## src/rtc_pkg.sv

```systemverilog
// Contract
// RULE_01: Host ends every bus transaction, start to stop, within 0.95 seconds.
// RULE_02: Bus interface returns to idle after 0.95 seconds without a stop.
// RULE_03: Seconds, minutes, hours, weekday, date, month, two-digit year; host sets and reads.
// RULE_04: Years divisible by four are leap years; February then has 29 days.
// RULE_05: Periodic timer event, period from 244.14 us up to 4095 minutes.
// RULE_06: Each timer event sets the timer event flag to 1.
// RULE_07: Interrupt pulls low for a timer event only while timer interrupt enable is 1.
// RULE_08: Interrupt output releases by itself within 7.8 ms; each event restarts the hold, so a 4096 Hz count under 32 keeps it low.
// RULE_09: Host writes can only clear event flags; a written 1 changes nothing.
// RULE_10: Interrupt output is open drain, active low, never driven high.
// RULE_11: Time advances once per second from 32.768 kHz, carrying into larger fields.
package rtc_pkg;

    // Time base
    localparam int XTAL_HZ = 32768;
    localparam int PRE_W = 15;
    localparam logic [PRE_W-1:0] PRE_SEC_MASK = 15'h7fff;
    localparam logic [PRE_W-1:0] PRE_4096_MASK = 15'h0007;
    localparam logic [PRE_W-1:0] PRE_64_MASK = 15'h01ff;

    // Interrupt release time, counted in crystal ticks
    localparam int IRQ_HOLD_US = 7800;
    localparam int IRQ_HOLD_TICKS = IRQ_HOLD_US * XTAL_HZ / 1000000;
    localparam int IRQ_W = 8;

    // Bus timeout, counted in system clocks
    localparam int CLK_HZ = 25000000;
    localparam int BUS_TIMEOUT_MS = 950;
    localparam int BUS_TIMEOUT_CYC = BUS_TIMEOUT_MS * (CLK_HZ / 1000);

    // Bus device address, value is arbitrary
    localparam logic [6:0] DEV_ADDR = 7'h2a;

    // Register pointer map
    localparam logic [3:0] ADDR_SEC = 4'h0;
    localparam logic [3:0] ADDR_MIN = 4'h1;
    localparam logic [3:0] ADDR_HOUR = 4'h2;
    localparam logic [3:0] ADDR_WDAY = 4'h3;
    localparam logic [3:0] ADDR_DATE = 4'h4;
    localparam logic [3:0] ADDR_MONTH = 4'h5;
    localparam logic [3:0] ADDR_YEAR = 4'h6;
    localparam logic [3:0] ADDR_TMR_LO = 4'h7;
    localparam logic [3:0] ADDR_TMR_HI = 4'h8;
    localparam logic [3:0] ADDR_EXT = 4'h9;
    localparam logic [3:0] ADDR_FLAG = 4'ha;
    localparam logic [3:0] ADDR_CTRL = 4'hb;

    // Field positions
    localparam int EXT_SRC_LSB = 0;
    localparam int EXT_EN_BIT = 2;
    localparam int FLAG_TF_BIT = 4;
    localparam int CTRL_TIE_BIT = 4;

    // Timer source select codes
    localparam logic [1:0] SRC_4096HZ = 2'h0;
    localparam logic [1:0] SRC_64HZ = 2'h1;
    localparam logic [1:0] SRC_SEC = 2'h2;
    localparam logic [1:0] SRC_MIN = 2'h3;

    // Calendar limits and reset values
    localparam logic [5:0] SEC_MAX = 6'h3b;
    localparam logic [5:0] MIN_MAX = 6'h3b;
    localparam logic [4:0] HOUR_MAX = 5'h17;
    localparam logic [2:0] WDAY_MAX = 3'h6;
    localparam logic [3:0] MONTH_MAX = 4'hc;
    localparam logic [6:0] YEAR_MAX = 7'h63;
    localparam logic [4:0] DATE_RST = 5'h01;
    localparam logic [3:0] MONTH_RST = 4'h1;

    typedef struct packed {
        logic [3:0] addr;
        logic [7:0] data;
    } rtc_wr_s;

endpackage : rtc_pkg

```

## src/rtc_i2c_slave.sv

```systemverilog
`timescale 1ns/100ps
module rtc_i2c_slave (
    input wire logic clk_i,
    input wire logic rstn_i,
    input wire logic scl_i,
    input wire logic sda_i,
    input wire logic timeout_i,
    input wire logic [7:0] rd_data_i,
    output logic [3:0] ptr_o,
    output logic wr_en_o,
    output rtc_pkg::rtc_wr_s wr_o,
    output logic busy_o,
    output logic sda_oe_o
);
    typedef enum logic [2:0] {S_IDLE, S_ADDR, S_AACK, S_WDATA, S_WACK, S_RDATA, S_RACK} rtc_st_e;

    rtc_st_e st_ff, nxt_st;
    logic scl_q_ff, sda_q_ff;
    logic [3:0] cnt_ff, nxt_cnt;
    logic [7:0] sh_ff, nxt_sh;
    logic [7:0] tx_ff, nxt_tx;
    logic [3:0] ptr_ff, nxt_ptr;
    logic first_ff, nxt_first;
    logic rw_ff, nxt_rw;
    logic oe_ff, nxt_oe;
    logic busy_ff, nxt_busy;
    logic wr_en_ff, nxt_wr_en;
    rtc_pkg::rtc_wr_s wr_ff, nxt_wr;
    logic scl_rise, scl_fall, start_c, stop_c;

    assign scl_rise = scl_i & ~scl_q_ff;
    assign scl_fall = ~scl_i & scl_q_ff;
    assign start_c = scl_i & scl_q_ff & sda_q_ff & ~sda_i;
    assign stop_c = scl_i & scl_q_ff & ~sda_q_ff & sda_i;

    always_comb begin
        nxt_st = st_ff;
        nxt_cnt = cnt_ff;
        nxt_sh = sh_ff;
        nxt_tx = tx_ff;
        nxt_ptr = ptr_ff;
        nxt_first = first_ff;
        nxt_rw = rw_ff;
        nxt_oe = oe_ff;
        nxt_busy = busy_ff;
        nxt_wr_en = 1'b0;
        nxt_wr = wr_ff;
        if (timeout_i) begin
            nxt_st = S_IDLE; // RULE_02
            nxt_oe = 1'b0;
            nxt_busy = 1'b0;
        end else if (start_c) begin
            nxt_st = S_ADDR;
            nxt_cnt = 4'h0;
            nxt_oe = 1'b0;
            nxt_busy = 1'b1;
        end else if (stop_c) begin
            nxt_st = S_IDLE;
            nxt_oe = 1'b0;
            nxt_busy = 1'b0;
        end else if (scl_rise) begin
            case (st_ff)
                S_ADDR, S_WDATA: begin
                    nxt_sh = {sh_ff[6:0], sda_i};
                    nxt_cnt = cnt_ff + 4'h1;
                end
                S_RDATA: nxt_cnt = cnt_ff + 4'h1;
                S_RACK: begin
                    if (sda_i) begin
                        nxt_st = S_IDLE;
                    end
                end
                default: ;
            endcase
        end else if (scl_fall) begin
            case (st_ff)
                S_ADDR: begin
                    if (cnt_ff == 4'h8) begin
                        if (sh_ff[7:1] == rtc_pkg::DEV_ADDR) begin
                            nxt_st = S_AACK;
                            nxt_oe = 1'b1;
                            nxt_rw = sh_ff[0];
                        end else begin
                            nxt_st = S_IDLE;
                        end
                    end
                end
                S_AACK, S_RACK: begin
                    nxt_cnt = 4'h0;
                    if (st_ff == S_RACK || rw_ff) begin
                        nxt_st = S_RDATA;
                        nxt_tx = rd_data_i;
                        nxt_oe = ~rd_data_i[7];
                        nxt_ptr = ptr_ff + 4'h1;
                    end else begin
                        nxt_st = S_WDATA;
                        nxt_oe = 1'b0;
                        nxt_first = 1'b1;
                    end
                end
                S_WDATA: begin
                    if (cnt_ff == 4'h8) begin
                        nxt_st = S_WACK;
                        nxt_oe = 1'b1;
                        nxt_first = 1'b0;
                        if (first_ff) begin
                            nxt_ptr = sh_ff[3:0];
                        end else begin
                            nxt_wr_en = 1'b1; // RULE_03
                            nxt_wr.addr = ptr_ff;
                            nxt_wr.data = sh_ff;
                            nxt_ptr = ptr_ff + 4'h1;
                        end
                    end
                end
                S_WACK: begin
                    nxt_st = S_WDATA;
                    nxt_oe = 1'b0;
                    nxt_cnt = 4'h0;
                end
                S_RDATA: begin
                    if (cnt_ff == 4'h8) begin
                        nxt_st = S_RACK;
                        nxt_oe = 1'b0;
                    end else begin
                        nxt_tx = {tx_ff[6:0], 1'b0};
                        nxt_oe = ~tx_ff[6];
                    end
                end
                default: ;
            endcase
        end
    end

    always_ff @(posedge clk_i or negedge rstn_i) begin
        if (!rstn_i) begin
            st_ff <= S_IDLE;
            scl_q_ff <= 1'b1;
            sda_q_ff <= 1'b1;
            cnt_ff <= 4'h0;
            sh_ff <= 8'h00;
            tx_ff <= 8'h00;
            ptr_ff <= 4'h0;
            first_ff <= 1'b0;
            rw_ff <= 1'b0;
            oe_ff <= 1'b0;
            busy_ff <= 1'b0;
            wr_en_ff <= 1'b0;
            wr_ff <= '0;
        end else begin
            st_ff <= nxt_st;
            scl_q_ff <= scl_i;
            sda_q_ff <= sda_i;
            cnt_ff <= nxt_cnt;
            sh_ff <= nxt_sh;
            tx_ff <= nxt_tx;
            ptr_ff <= nxt_ptr;
            first_ff <= nxt_first;
            rw_ff <= nxt_rw;
            oe_ff <= nxt_oe;
            busy_ff <= nxt_busy;
            wr_en_ff <= nxt_wr_en;
            wr_ff <= nxt_wr;
        end
    end

    assign ptr_o = ptr_ff;
    assign wr_en_o = wr_en_ff;
    assign wr_o = wr_ff;
    assign busy_o = busy_ff;
    assign sda_oe_o = oe_ff;
endmodule : rtc_i2c_slave

```

## src/rtc_core.sv

```systemverilog
`timescale 1ns/100ps
module rtc_core #(
    parameter int unsigned BUS_TIMEOUT_CYC = rtc_pkg::BUS_TIMEOUT_CYC
) (
    input wire logic clk_i,
    input wire logic rstn_i,
    input wire logic xtal_i,
    input wire logic scl_i,
    input wire logic sda_i,
    output logic sda_o,
    output logic sda_oe_o,
    output logic int_n_o,
    output logic int_oe_o
);
    localparam int TO_W = $clog2(BUS_TIMEOUT_CYC + 1);

    function automatic logic [4:0] days_in_month(input logic [3:0] mon, input logic [6:0] yr);
        case (mon)
            4'h2: days_in_month = (yr[1:0] == 2'h0) ? 5'h1d : 5'h1c; // RULE_04
            4'h4, 4'h6, 4'h9, 4'hb: days_in_month = 5'h1e;
            default: days_in_month = 5'h1f;
        endcase
    endfunction : days_in_month

    // Pin synchronisers: xtal, scl, sda
    logic [2:0] sync1_ff, sync2_ff;
    logic xtal_s, scl_s, sda_s, xtal_q_ff, xtal_tick;

    always_ff @(posedge clk_i or negedge rstn_i) begin
        if (!rstn_i) begin
            sync1_ff <= 3'h6;
            sync2_ff <= 3'h6;
            xtal_q_ff <= 1'b0;
        end else begin
            sync1_ff <= {sda_i, scl_i, xtal_i};
            sync2_ff <= sync1_ff;
            xtal_q_ff <= sync2_ff[0];
        end
    end
    assign xtal_s = sync2_ff[0];
    assign scl_s = sync2_ff[1];
    assign sda_s = sync2_ff[2];
    assign xtal_tick = xtal_s & ~xtal_q_ff;

    // Bus slave
    logic [3:0] ptr;
    logic wr_en, busy, timeout;
    rtc_pkg::rtc_wr_s wr;
    logic [7:0] rd_data;

    rtc_i2c_slave u_slave (
        .clk_i(clk_i),
        .rstn_i(rstn_i),
        .scl_i(scl_s),
        .sda_i(sda_s),
        .timeout_i(timeout),
        .rd_data_i(rd_data),
        .ptr_o(ptr),
        .wr_en_o(wr_en),
        .wr_o(wr),
        .busy_o(busy),
        .sda_oe_o(sda_oe_o)
    );
    assign sda_o = 1'b0;

    // Bus watchdog
    logic [TO_W-1:0] to_cnt_ff, nxt_to_cnt;
    logic to_ff, nxt_to;

    always_comb begin
        nxt_to = 1'b0;
        nxt_to_cnt = '0;
        if (busy && !to_ff) begin
            if (to_cnt_ff == TO_W'(BUS_TIMEOUT_CYC - 1)) begin
                nxt_to = 1'b1; // RULE_02
            end else begin
                nxt_to_cnt = to_cnt_ff + 1'b1;
            end
        end
    end
    always_ff @(posedge clk_i or negedge rstn_i) begin
        if (!rstn_i) begin
            to_cnt_ff <= '0;
            to_ff <= 1'b0;
        end else begin
            to_cnt_ff <= nxt_to_cnt;
            to_ff <= nxt_to;
        end
    end
    assign timeout = to_ff;

    // Calendar
    logic [rtc_pkg::PRE_W-1:0] pre_ff, nxt_pre;
    logic [5:0] sec_ff, nxt_sec, min_ff, nxt_min;
    logic [4:0] hour_ff, nxt_hour, date_ff, nxt_date;
    logic [2:0] wday_ff, nxt_wday;
    logic [3:0] month_ff, nxt_month;
    logic [6:0] year_ff, nxt_year;
    logic sec_tick;

    assign sec_tick = xtal_tick && pre_ff == rtc_pkg::PRE_SEC_MASK; // RULE_11

    always_comb begin
        nxt_pre = xtal_tick ? pre_ff + 1'b1 : pre_ff;
        nxt_sec = sec_ff;
        nxt_min = min_ff;
        nxt_hour = hour_ff;
        nxt_wday = wday_ff;
        nxt_date = date_ff;
        nxt_month = month_ff;
        nxt_year = year_ff;
        if (sec_tick) begin
            nxt_sec = sec_ff + 6'h1;
            if (sec_ff == rtc_pkg::SEC_MAX) begin // RULE_11
                nxt_sec = 6'h0;
                nxt_min = min_ff + 6'h1;
                if (min_ff == rtc_pkg::MIN_MAX) begin
                    nxt_min = 6'h0;
                    nxt_hour = hour_ff + 5'h1;
                    if (hour_ff == rtc_pkg::HOUR_MAX) begin
                        nxt_hour = 5'h0;
                        nxt_wday = (wday_ff == rtc_pkg::WDAY_MAX) ? 3'h0 : wday_ff + 3'h1;
                        nxt_date = date_ff + 5'h1;
                        if (date_ff == days_in_month(month_ff, year_ff)) begin // RULE_04
                            nxt_date = rtc_pkg::DATE_RST;
                            nxt_month = month_ff + 4'h1;
                            if (month_ff == rtc_pkg::MONTH_MAX) begin
                                nxt_month = rtc_pkg::MONTH_RST;
                                nxt_year = (year_ff == rtc_pkg::YEAR_MAX) ? 7'h0 : year_ff + 7'h1;
                            end
                        end
                    end
                end
            end
        end
        if (wr_en) begin
            case (wr.addr) // RULE_03
                rtc_pkg::ADDR_SEC: begin
                    nxt_sec = wr.data[5:0];
                    nxt_pre = '0;
                end
                rtc_pkg::ADDR_MIN: nxt_min = wr.data[5:0];
                rtc_pkg::ADDR_HOUR: nxt_hour = wr.data[4:0];
                rtc_pkg::ADDR_WDAY: nxt_wday = wr.data[2:0];
                rtc_pkg::ADDR_DATE: nxt_date = wr.data[4:0];
                rtc_pkg::ADDR_MONTH: nxt_month = wr.data[3:0];
                rtc_pkg::ADDR_YEAR: nxt_year = wr.data[6:0];
                default: ;
            endcase
        end
    end
    always_ff @(posedge clk_i or negedge rstn_i) begin
        if (!rstn_i) begin
            pre_ff <= '0;
            sec_ff <= 6'h0;
            min_ff <= 6'h0;
            hour_ff <= 5'h0;
            wday_ff <= 3'h0;
            date_ff <= rtc_pkg::DATE_RST;
            month_ff <= rtc_pkg::MONTH_RST;
            year_ff <= 7'h0;
        end else begin
            pre_ff <= nxt_pre;
            sec_ff <= nxt_sec;
            min_ff <= nxt_min;
            hour_ff <= nxt_hour;
            wday_ff <= nxt_wday;
            date_ff <= nxt_date;
            month_ff <= nxt_month;
            year_ff <= nxt_year;
        end
    end

    // Fixed-cycle timer and interrupt
    logic [11:0] tmr_load_ff, nxt_tmr_load, tmr_cnt_ff, nxt_tmr_cnt;
    logic [1:0] tmr_src_ff, nxt_tmr_src;
    logic tmr_en_ff, nxt_tmr_en, timer_event_flag_ff, nxt_timer_event_flag;
    logic timer_irq_enable_ff, nxt_timer_irq_enable, irq_on_ff, nxt_irq_on;
    logic [rtc_pkg::IRQ_W-1:0] irq_cnt_ff, nxt_irq_cnt;
    logic src_tick, tmr_event;

    always_comb begin
        case (tmr_src_ff) // RULE_05
            rtc_pkg::SRC_4096HZ: src_tick = xtal_tick && (pre_ff & rtc_pkg::PRE_4096_MASK) ==
                rtc_pkg::PRE_4096_MASK;
            rtc_pkg::SRC_64HZ: src_tick = xtal_tick && (pre_ff & rtc_pkg::PRE_64_MASK) ==
                rtc_pkg::PRE_64_MASK;
            rtc_pkg::SRC_SEC: src_tick = sec_tick;
            default: src_tick = sec_tick && sec_ff == rtc_pkg::SEC_MAX;
        endcase
        tmr_event = tmr_en_ff && src_tick && tmr_load_ff != 12'h0 && tmr_cnt_ff <= 12'h1;
        nxt_tmr_load = tmr_load_ff;
        nxt_tmr_src = tmr_src_ff;
        nxt_tmr_en = tmr_en_ff;
        nxt_timer_irq_enable = timer_irq_enable_ff;
        nxt_timer_event_flag = timer_event_flag_ff;
        nxt_tmr_cnt = tmr_cnt_ff;
        if (!tmr_en_ff || tmr_event) begin
            nxt_tmr_cnt = tmr_load_ff; // RULE_05
        end else if (src_tick) begin
            nxt_tmr_cnt = tmr_cnt_ff - 12'h1;
        end
        if (wr_en) begin
            case (wr.addr)
                rtc_pkg::ADDR_TMR_LO: nxt_tmr_load = {tmr_load_ff[11:8], wr.data};
                rtc_pkg::ADDR_TMR_HI: nxt_tmr_load = {wr.data[3:0], tmr_load_ff[7:0]};
                rtc_pkg::ADDR_EXT: begin
                    nxt_tmr_src = wr.data[rtc_pkg::EXT_SRC_LSB +: 2];
                    nxt_tmr_en = wr.data[rtc_pkg::EXT_EN_BIT];
                end
                rtc_pkg::ADDR_FLAG: begin
                    if (!wr.data[rtc_pkg::FLAG_TF_BIT]) begin
                        nxt_timer_event_flag = 1'b0; // RULE_09
                    end
                end
                rtc_pkg::ADDR_CTRL: nxt_timer_irq_enable = wr.data[rtc_pkg::CTRL_TIE_BIT];
                default: ;
            endcase
        end
        if (tmr_event) begin
            nxt_timer_event_flag = 1'b1; // RULE_06
        end
        nxt_irq_cnt = irq_cnt_ff;
        if (tmr_event && timer_irq_enable_ff) begin
            nxt_irq_cnt = rtc_pkg::IRQ_W'(rtc_pkg::IRQ_HOLD_TICKS); // RULE_07
        end else if (!timer_irq_enable_ff) begin
            nxt_irq_cnt = '0; // RULE_07
        end else if (xtal_tick && irq_cnt_ff != '0) begin
            nxt_irq_cnt = irq_cnt_ff - 1'b1; // RULE_08
        end
        nxt_irq_on = nxt_irq_cnt != '0;
    end
    always_ff @(posedge clk_i or negedge rstn_i) begin
        if (!rstn_i) begin
            tmr_load_ff <= 12'h0;
            tmr_cnt_ff <= 12'h0;
            tmr_src_ff <= rtc_pkg::SRC_4096HZ;
            tmr_en_ff <= 1'b0;
            timer_event_flag_ff <= 1'b0;
            timer_irq_enable_ff <= 1'b0;
            irq_cnt_ff <= '0;
            irq_on_ff <= 1'b0;
        end else begin
            tmr_load_ff <= nxt_tmr_load;
            tmr_cnt_ff <= nxt_tmr_cnt;
            tmr_src_ff <= nxt_tmr_src;
            tmr_en_ff <= nxt_tmr_en;
            timer_event_flag_ff <= nxt_timer_event_flag;
            timer_irq_enable_ff <= nxt_timer_irq_enable;
            irq_cnt_ff <= nxt_irq_cnt;
            irq_on_ff <= nxt_irq_on;
        end
    end
    assign int_n_o = 1'b0; // RULE_10
    assign int_oe_o = irq_on_ff; // RULE_10

    // Read back
    always_comb begin
        case (ptr) // RULE_03
            rtc_pkg::ADDR_SEC: rd_data = {2'h0, sec_ff};
            rtc_pkg::ADDR_MIN: rd_data = {2'h0, min_ff};
            rtc_pkg::ADDR_HOUR: rd_data = {3'h0, hour_ff};
            rtc_pkg::ADDR_WDAY: rd_data = {5'h0, wday_ff};
            rtc_pkg::ADDR_DATE: rd_data = {3'h0, date_ff};
            rtc_pkg::ADDR_MONTH: rd_data = {4'h0, month_ff};
            rtc_pkg::ADDR_YEAR: rd_data = {1'h0, year_ff};
            rtc_pkg::ADDR_TMR_LO: rd_data = tmr_load_ff[7:0];
            rtc_pkg::ADDR_TMR_HI: rd_data = {4'h0, tmr_load_ff[11:8]};
            rtc_pkg::ADDR_EXT: rd_data = {5'h0, tmr_en_ff, tmr_src_ff};
            rtc_pkg::ADDR_FLAG: rd_data = {3'h0, timer_event_flag_ff, 4'h0};
            rtc_pkg::ADDR_CTRL: rd_data = {3'h0, timer_irq_enable_ff, 4'h0};
            default: rd_data = 8'h00;
        endcase
    end
endmodule : rtc_core

```

## config.mk

```make
export PLATFORM = sky130hd
export DESIGN_NAME = rtc_core
export DESIGN_NICKNAME = d
export VERILOG_FILES = /design/src/rtc_pkg.sv /design/src/rtc_i2c_slave.sv /design/src/rtc_core.sv
export SDC_FILE = /design/constraint.sdc
export NUM_CORES = 1
export LEC_CHECK = 0
export BUFFER_PORTS_ARGS = -buffer_cell sky130_fd_sc_hd__buf_2
export CAP_MARGIN = 10
export CORE_MARGIN = 4
export CORE_UTILIZATION = 54
export DETAILED_ROUTE_END_ITERATION = 7
export GPL_ROUTABILITY_DRIVEN = 0
export PLACE_DENSITY = 0.7
export SYNTH_ARGS = -nofsm -noshare
export SYNTH_HDL_FRONTEND = slang
export SYNTH_SLANG_ARGS = --single-unit
```

## constraint.sdc

```tcl
create_clock -name clk_i -period 5.85 [get_ports clk_i]
set_clock_uncertainty 0.1 [all_clocks]
set_input_delay 1.17 -clock clk_i [delete_from_list [all_inputs] [get_ports clk_i]]
set_output_delay 1.17 -clock clk_i [all_outputs]
set_load 0.05 [all_outputs]
```

# == Yosys cells after proc, flatten, opt, wreduce, memory -nomap -nowiden ==
# Cells that the tools add are included.
# totals
latch_bits,0
romBits,0
in_bits,5
memories,0
ff_bits,167
wordCells,310
ramBits,0
out_inout_bits,4
# classes
n_reduce_logical,52
muxes,122
div_mod_pow,0
eq_ne,64
mul,0
order_cmp,1
bitwise,22
add_sub_neg,13
n_shift,0
# op_table
cell,n
case mux 8 bit (12 select lines),1
2-to-1 mux 5 bit,17
2-to-1 mux 7 bit,11
2-to-1 mux 4 bit,17
2-to-1 mux 3 bit,18
2-to-1 mux 6 bit,9
2-to-1 mux 25 bit,2
== test 4 bit (second input constant),12
2-to-1 mux 15 bit,3
== test 4 x 3 -> 1 bit (second input constant),10
AND reduction 8 bit,5
2-to-1 mux 1 bit,30
adder 25 x 1 -> 25 bit (second input constant),1
== test 25 bit (second input constant),1
2-to-1 mux 12 bit,2
2-to-1 mux 8 bit,3
case mux 12 bit (2 select lines),1
nonzero test 8 bit,3
== test 4 x 2 -> 1 bit (second input constant),5
inequality test 6 x 2 -> 1 bit (second input constant),3
adder 15 x 1 -> 15 bit (second input constant),1
== test 15 bit (second input constant),1
== test 3 bit (second input constant),5
inequality test 5 x 2 -> 1 bit (second input constant),3
53 further kinds,110

# == Depth between registers and ports, before layout ==
# Gate-level depths: netlist of the first run.
# logic_depth
ltp_word,15
ltp_mapped,11
ltp_nobuf,9

# == By module ==
# A second synthesis of the first run with hierarchy kept.
# hier_totals
hier_cells,1033
area_unflattened_um2,9708.1
# modules_own_cells
mod,n_inst,cells_per_inst,area_per_inst_um2,seq_area_each_um2
rtc_core,1,816,7370.8,3060.4
rtc_i2c_slave,1,217,2337.2,1128.6

# == Worst setup path before layout of the first run ==
# Ideal clock, no wire load.
# synth_timing
path_kind,register to register
startpoint,register pre_ff[0] in the netlist's numbering
endpoint,register year_ff[4]
required_ns,5.668
arrival_ns,2.519
setup_ns,0.082
path_stages_with_launch,8
slack_ns,3.149
path_cell_list,dfrtp_1 > ha_1 > nand3_1 > or4_4 > nor4_4 > nand3_4 > or4_1 > a31oi_1
# synth_via
elab_chain_cells,5
# synth_rtl
item,line_no,text
from (decl),rtc_core.sv:93,"logic [rtc_pkg::PRE_W-1:0] pre_ff, nxt_pre;"
from (signal assigned),rtc_core.sv:163,pre_ff <= nxt_pre;
== test 15 bit (*),rtc_core.sv:101,assign sec_tick = xtal_tick && pre_ff == rtc_pkg::PRE_SEC_MASK;
logical AND 1 bit (*),rtc_core.sv:101,
2-to-1 mux 7 bit (*),rtc_core.sv:112,if (sec_tick) begin
2-to-1 mux 7 bit,rtc_core.sv:137,case (wr.addr)
2-to-1 mux 7 bit (*),rtc_core.sv:136,if (wr_en) begin
named net nxt_year[4],rtc_core.sv:98,"logic [6:0] year_ff, nxt_year;"
to (signal assigned),rtc_core.sv:170,year_ff <= nxt_year;
to (decl),rtc_core.sv:98,
# Mark *: on every way through the listed nets, which the timed path passes. The rest lies on a longest branch.
# A chain may end at the register's enable or synchronous reset.

# == Final worst setup path of the first run ==
# Ends and elaborated chain as after synthesis.

==> qor.txt, run 1 <==
Die Span X: 139.7 um
Peak VDD IR: 0.2320 mV
number of rows in the core area: 47
Critical Path Slowest Stage Cell: or4_4
CP bufs+invs: 0
biggest fanout along the worst timing path: 11
cell area after synthesis: 9359 um^2
Final HPWL DP: 15190 um
die footprint: 19500 um^2
Period minus WS final: 3.151 ns
total negative slack for setup checks: 0 ns
power per cell area: 249.6 nW/um^2
number of flops mapped to enable cells by yosys: 0
# clock sinks: 167
gate count of the mapped netlist: 1024
Clock Tree Root: clkbuf_16
number of H-tree branching levels: 4
Final Cycle Share: 53.87%
overall global routing resource usage: 23.43%
Resize count post-CTS: 0
final number of setup-violating endpoints: 0
maximum cell stage delay along the critical path: 0.69 ns
setup repair after global routing missed its margin: false
number of setup buffers added after CTS: 0
crit path kind: flop to flop
Starting Density: 55.84%
Die Height: 139.7 um
critical path arrival: 3.39 ns
post-detailed-route wirelength per cell: 17.97 um
number of CTS-inserted buffers: 17
share of layout cells above drive strength 1: 8.619%
Pre-Repair DR Iteration Count: 5
power after layout: 2.524 mW
routed vias/inst: 6.225
clock buffer depth: 2
number of placed I/O pins: 9
library cells used by synthesis: 77
crit path launch type: flop
required time at the worst-slack endpoint: 6.09 ns
number of antenna diodes: 0
Port-buffer cells: 6
number of global-route vias before repair: 7266
vias: 7725
static leakage: 4.406 nW
smallest hold slack: 0.2586 ns
clock-pin slew on the worst setup and hold paths: 0.07 ns
max-capacitance violation count: 0
pin slew with the least headroom to its limit: 1.076 ns
Hold-fix buffers, CTS: 0
drt initial violations: 691
final hold vios: 0
worst relative slew slack: 28.30%
Top Usage Layer GRT: met2
TritonCTS clock tree: done
number of max-slew violations in the final report: 0
Crit path max-delay family: simple AND/OR/NAND/NOR gates
final net count: 1037
utilization after layout: 60.34%
grt ovf: 0
met3 layer usage reported by global route: 4.288%
global routing met2 resource utilization: 36.08%
Design Area, Final: 10110 um^2
global-route wire length before repair: 37440 um
count of nets left with antenna violations after detail routing: 0
remaining routing DRC violations: 0
number of register bits inferred by synthesis: 167
maximum number of pins on one net before global-route repair: 74
Crit. End Element: flop
result of the run: finished clean
number of antenna violations at the first check in global routing: 0
Async SR Flop Fraction: 100.0%
Warnings, synthesis: 0
area grow syn2layout: 8.048%
share of synthesized area occupied by flip-flops and latches: 44.76%
Top FF cell, synth: dfrtp_1
mean post-synth cell area: 9.140 um^2
total cell area at the placement stage: 9514 um^2
routed wire length: 22300 um
Clock Latency Late Sink: 0.43 ns
path class of the lowest-slack min-delay path: flop to flop
ordered cell list for the critical path: ha_1 > nand3_1 > or4_4 > nor4_4 > nand3_4 > or4_1 > a31oi_1
area of the core: 16760 um^2
peak clock frequency supported by timing: 0.3173 GHz
met1 demand-to-capacity share in global routing: 34.19%
-- metrics by stage --
stage               setup slack [ns]  instances
finish                         2.699       1241
global route                   2.540       1241
CTS                            2.718       1240
detailed placement             2.715       1208
global placement               2.819       1208
floorplan                      3.149       1025
-- path summary, 6_finish.rpt --
| kind | startpoint | endpoint | slack [ns] | cells after the start |
|---|---|---|---|---|
| max in group asynchronous | rstn_i | u_slave.rw_ff$_DFFE_PN0P_ | 3.86 | 2 |
| min reg2reg | sync1_ff[1]$_DFF_PN1_ | sync2_ff[1]$_DFF_PN1_ | 0.26 | 0 |
| min in group asynchronous | rstn_i | pre_ff[5]$_DFF_PN0_ | 0.65 | 1 |
| min | sync1_ff[1]$_DFF_PN1_ | sync2_ff[1]$_DFF_PN1_ | 0.26 | 0 |
| max reg2reg | pre_ff[0]$_DFF_PN0_ | year_ff[4]$_DFF_PN0_ | 2.70 | 7 |
| max | pre_ff[0]$_DFF_PN0_ | year_ff[4]$_DFF_PN0_ | 2.70 | 7 |
-- synthesized netlist by cell type, drive strengths merged (14+ instances only) --
cell / n / area (um^2)
o21ai: 44 / 220.2
clkbuf: 40 / 150.1
nor2: 114 / 430.4
ha: 24 / 300.3
nand2: 127 / 476.7
a31oi: 20 / 125.1
nand3: 55 / 287.8
xor2: 28 / 252.8
nor3: 18 / 90.09
inv: 26 / 97.59
xnor2: 18 / 157.7
a21oi: 50 / 250.2
and3: 17 / 106.4
nand2b: 14 / 87.58
mux2: 28 / 315.3
dfrtp: 159 / 3979
nand4: 20 / 131.4
-- metal layers --
metal / wire length [um] / vias to the layer above
li1: - / 3667
met1: 10500 / 3759
met2: 10130 / 265
met3: 1328 / 34
met4: 339 / 0
met5: 0 / -
-- cells in the final DEF (no fill, tap or decap), drive strengths merged, types with 14 or more instances in the layout --
cell type	instances
xnor2	18
clkbuf	18
nand2	127
a21oi	50
a31oi	20
ha	24
inv	34
o21ai	44
nand2b	14
nor2	114
xor2	28
nand3	55
nand4	20
mux2	28
nor3	18
and3	17
dfrtp	159
-- registers in the layout, summed over array words and instances, names as in the netlist, 3 cells and up --
name	flops
u_slave.tx_ff	7
hour_ff	5
sec_ff	6
year_ff	7
to_cnt_ff	25
date_ff	5
sync1_ff	3
month_ff	4
pre_ff	15
sync2_ff	3
tmr_cnt_ff	12
min_ff	6
u_slave.st_ff	3
tmr_load_ff	12
wday_ff	3
u_slave.wr_o	12
u_slave.ptr_o	4
u_slave.sh_ff	8
u_slave.cnt_ff	4
irq_cnt_ff	8
-- logic make-up after synthesis --
logic type,count (synthesis),share of synthesized area (%)
simple gates,453,24.32
compound gates,222,15.75
flops,167,44.76
buf+inv,72,2.995
xor+xnor,46,4.385
mux,39,4.545
fa+ha+maj,24,3.209
other cells,1,0.04007
-- worst reg2reg max path, stage by stage, from the launching register on --
cell,delay (ns)
dfrtp_1,0.40
ha_1,0.19
nand3_1,0.16
or4_4,0.69
nor4_4,0.58
nand3_4,0.21
or4_1,0.54
a31oi_1,0.20
-- power by group --
part	internal (mW)	switching (mW)	total (mW)
clock	0.643	0.504	1.15
combinational	0.0508	0.0773	0.128
sequential	1.20	0.0503	1.25
-- area by class of cell --
type	count	area, um^2
clock buffers	18	429.2
clock inverters	14	163.9
fillers	1466	6648
inverters	26	97.59
multi-input cells	786	4893
flip-flops and latches	167	4189
well taps	220	275.3
repair buffers	10	63.81
(Power assumes the default switching activity.)
==> run 2: changes to the inputs <==
--- a/config.mk
+++ b/config.mk
@@ -5,6 +5,7 @@
 export SDC_FILE = /design/constraint.sdc
 export NUM_CORES = 1
 export LEC_CHECK = 0
+export ABC_AREA = 1
 export BUFFER_PORTS_ARGS = -buffer_cell sky130_fd_sc_hd__buf_2
 export CAP_MARGIN = 10
 export CORE_MARGIN = 4
==> constraint.sdc (replaced) <==
create_clock -name clk_i -period 3.1 [get_ports clk_i]
set_clock_uncertainty 0.1 [all_clocks]
set_input_delay 0.62 -clock clk_i [delete_from_list [all_inputs] [get_ports clk_i]]
set_output_delay 0.62 -clock clk_i [all_outputs]
set_load 0.05 [all_outputs]
==> run 2 against run 1 <==
Net effect:
- clock power rose by 77%
- power is 95% higher
- worst setup slack worse by 2.0 ns
- synthesized cell count rose by 28%
- cell area up 6.8%
- hold slack worse by 0.19 ns
- critical path depth grew 6
- area after synthesis increased by 6.0%
==> qor.txt, run 2 <==
result of the run: finished clean
total negative slack for setup checks: 0 ns (unchanged)
multi-input logic area: 4898 um^2 (+0.10%)
critical path arrival: 2.65 ns (-0.74 ns)
Hold-fix buffers, CTS: 0 (unchanged)
library cells used by synthesis: 54 (-30%)
worst relative slew slack: 37.48% (+9.2 points)
Synth top area share: 40.10% (-2.4 points)
startpoint of the worst setup timing path: month_ff[0]$_DFF_PN1_
number of flops mapped to enable cells by yosys: 0 (unchanged)
Starting Density: 55.05% (-0.79 points)
Die Height: 143.6 um (+2.8%)
post-detailed-route wirelength per cell: 15.65 um (-13%)
max-capacitance violation count: 0 (unchanged)
Final Cycle Share: 78.84% (+25 points)
number of H-tree branching levels: 4 (unchanged)
mean post-synth cell area: 7.575 um^2 (-17%)
die footprint: 20610 um^2 (+5.7%)
number of antenna violations at the first check in global routing: 0 (unchanged)
peak clock frequency supported by timing: 0.4092 GHz (+29%)
routed wire length: 24570 um (+10%)
static leakage: 5.243 nW (+19%)
Crit. End Element: flop
grt ovf: 0 (unchanged)
setup slack after placement: 0.6976 ns (-2.017 ns)
number of antenna diodes: 0 (unchanged)
number of register bits inferred by synthesis: 167 (unchanged)
most frequent cells in the layout: nand2_1 (277), inv_1 (183), dfrtp_1 (159), nand3_1 (126), nor2_1 (124)
path class of the lowest-slack min-delay path: primary input to asynchronous set/reset pin
dominant cells by area after synthesis: dfrtp_1 (40%), nand2_1 (10%), inv_1 (6.9%)
TritonCTS clock tree: done
number of inserted filler cells in the final layout: 1651 (+13%)
required time at the worst-slack endpoint: 3.31 ns (-2.78 ns)
final number of setup-violating endpoints: 0 (unchanged)
final hold vios: 0 (unchanged)
drt initial violations: 535 (-23%)
Resize count post-CTS: 0 (unchanged)
area of the core: 18020 um^2 (+7.5%)
Peak VDD IR: 0.4165 mV (+79%)
overall global routing resource usage: 25.15% (+1.7 points)
most frequent cell after synthesis: nand2_1
biggest area consumer among synthesized cells: dfrtp_1
maximum number of pins on one net before global-route repair: 64 (-14%)
crit path kind: flop to flop
power per cell area: 455.8 nW/um^2 (+83%)
Pre-Repair DR Iteration Count: 5 (unchanged)
share of layout cells above drive strength 1: 8.650% (+0.031 points)
FF+latch area: 4189 um^2 (unchanged)
share of synthesized area occupied by flip-flops and latches: 42.21% (-2.5 points)
launch instance of the worst register-to-register path: month_ff[0]$_DFF_PN1_
count of cells along the worst register-to-register path: 13 (+6)
final setup slack of the worst path: 0.6560 ns (-2.043 ns)
area grow syn2layout: 8.826%
number of global-route vias before repair: 8508 (+17%)
Async SR Flop Fraction: 100.0% (unchanged)
setup repair after global routing missed its margin: false
number of placed I/O pins: 9 (unchanged)
number of max-slew violations in the final report: 0 (unchanged)
most frequent cells after synthesis: nand2_1 (277), inv_1 (183), dfrtp_1 (159)
Final HPWL DP: 18130 um (+19%)
routed vias/inst: 5.665 (-9.0%)
RR Endpoint: year_ff[4]$_DFF_PN0_
# clock sinks: 167 (unchanged)
count of nets left with antenna violations after detail routing: 0 (unchanged)
slack of the worst reg-to-reg path: 0.66 ns (-2.04 ns)
Largest register FFs: 25 (unchanged)
crit path launch type: flop
clock-pin slew on the worst setup and hold paths: 0.07 ns (about the same)
Period minus WS final: 2.444 ns (-0.7075 ns)
register bank with the most flops: to_cnt_ff
number of setup buffers added after CTS: 0 (unchanged)
Clock Latency Late Sink: 0.44 ns (about the same)
cell area after synthesis: 9923 um^2 (+6.0%)
remaining routing DRC violations: 0 (unchanged)
biggest fanout along the worst timing path: 11 (unchanged)
number of rows in the core area: 49 (+4.3%)
pin slew with the least headroom to its limit: 0.9343 ns (-0.1412 ns)
Clock Tree Root: clkbuf_16
Port-buffer cells: 6 (unchanged)
vias: 8894 (+15%)
gate count of the mapped netlist: 1310 (+28%)
Top FF cell, synth: dfrtp_1
number of CTS-inserted buffers: 17 (unchanged)
top flop regs: to_cnt_ff (25), pre_ff (15)
Die Span X: 143.6 um (+2.8%)
global-route wire length before repair: 41610 um (+11%)
Warnings, synthesis: 0 (unchanged)
timing endpoint of the critical path: year_ff[4]$_DFF_PN0_
leading cell type in the layout, fill and taps excluded: nand2_1
final net count: 1357 (+31%)
clock buffer depth: 2 (unchanged)
-- run 2: cell types whose count changed in the layout (fill, tap and decap cells not counted), sizes merged, moves of 14 or more --
cell    previous run  this run
o21ai             44       102
and3              17         2
mux2              28         2
nor3              18        51
inv               34       197
nor2             114       144
nand2            127       286
nand2b            14         0
nand3             55       132
o22ai              2        24
-- run 2: where the power goes --
part	switching (mW)	internal, mW	total, mW
Clock	0.948	1.09	2.04
Sequential	0.125	2.31	2.44
Combinational	0.299	0.146	0.445
-- run 2: logic make-up after synthesis --
logic type,count (synthesis),share of synthesized area [%]
DFF,167,42.21
adders and majority gates,24,3.026
xor gates and xnor gates,26,2.295
buffers and inverters,212,8.460
other,1,0.03779
and+or+nand+nor,672,31.96
AOI/OAI and AO/OA,206,11.78
muxes,2,0.2269
-- run 2: per-layer routing --
metal	vias to the layer above	global-route usage, %	routed length [um]
li1	4395	-	-
met1	4167	33.32	10680
met2	267	41.89	11790
met3	65	4.027	1263
met4	0	9.316	830
met5	-	0	0
-- run 2: worst min-delay path by stage --
stage	endpoint	cells after the start	slack (ns)	from
after floorplan	date_ff[1]$_DFF_PN0_	0	0.22	rstn_i
after global placement	sync2_ff[0]$_DFF_PN0_	0	0.24	sync1_ff[0]$_DFF_PN0_
after detailed placement	sync2_ff[0]$_DFF_PN0_	0	0.25	sync1_ff[0]$_DFF_PN0_
after CTS	sync2_ff[0]$_DFF_PN0_	1	0.09	rstn_i
after global routing	sync2_ff[0]$_DFF_PN0_	1	0.11	rstn_i
final	sync2_ff[0]$_DFF_PN0_	1	0.07	rstn_i
-- run 2: final cells by class --
| type | instances | share of cell area (%) |
|---|---|---|
| clock buffers | 19 | 4.194 |
| repair buffers | 17 | 1.217 |
| clock inverters | 13 | 1.078 |
| inverters | 193 | 6.708 |
| multi-input cells | 932 | 45.36 |
| well taps | 229 | 2.653 |
| flip-flops and latches | 167 | 38.79 |
-- run 2: worst max-delay path, stage by stage (launching register included) --
cell	delay [ns]
dfstp_2	0.57
inv_1	0.08
ha_1	0.23
o21ai_1	0.18
nand3_1	0.10
nand2_1	0.09
nand2_1	0.06
nor2_2	0.36
buf_4	0.22
nand3_1	0.08
nand2_1	0.08
inv_1	0.06
nand2_1	0.05
o21ai_0	0.06
-- run 2: through the flow --
step                      cell area (um^2)  cells  util (%)  power, mW  hold WS (ns)
after global placement               10230   1538     56.75      2.910        0.2394
final                                10800   1570     59.91      4.922       0.06932
after global routing                 10800   1570     59.91      5.155        0.1118
after CTS                            10800   1570     59.91      4.976       0.08547
after detailed placement             10230   1538     56.75      2.928        0.2459
after floorplan                       9927   1311         -      2.763        0.2244
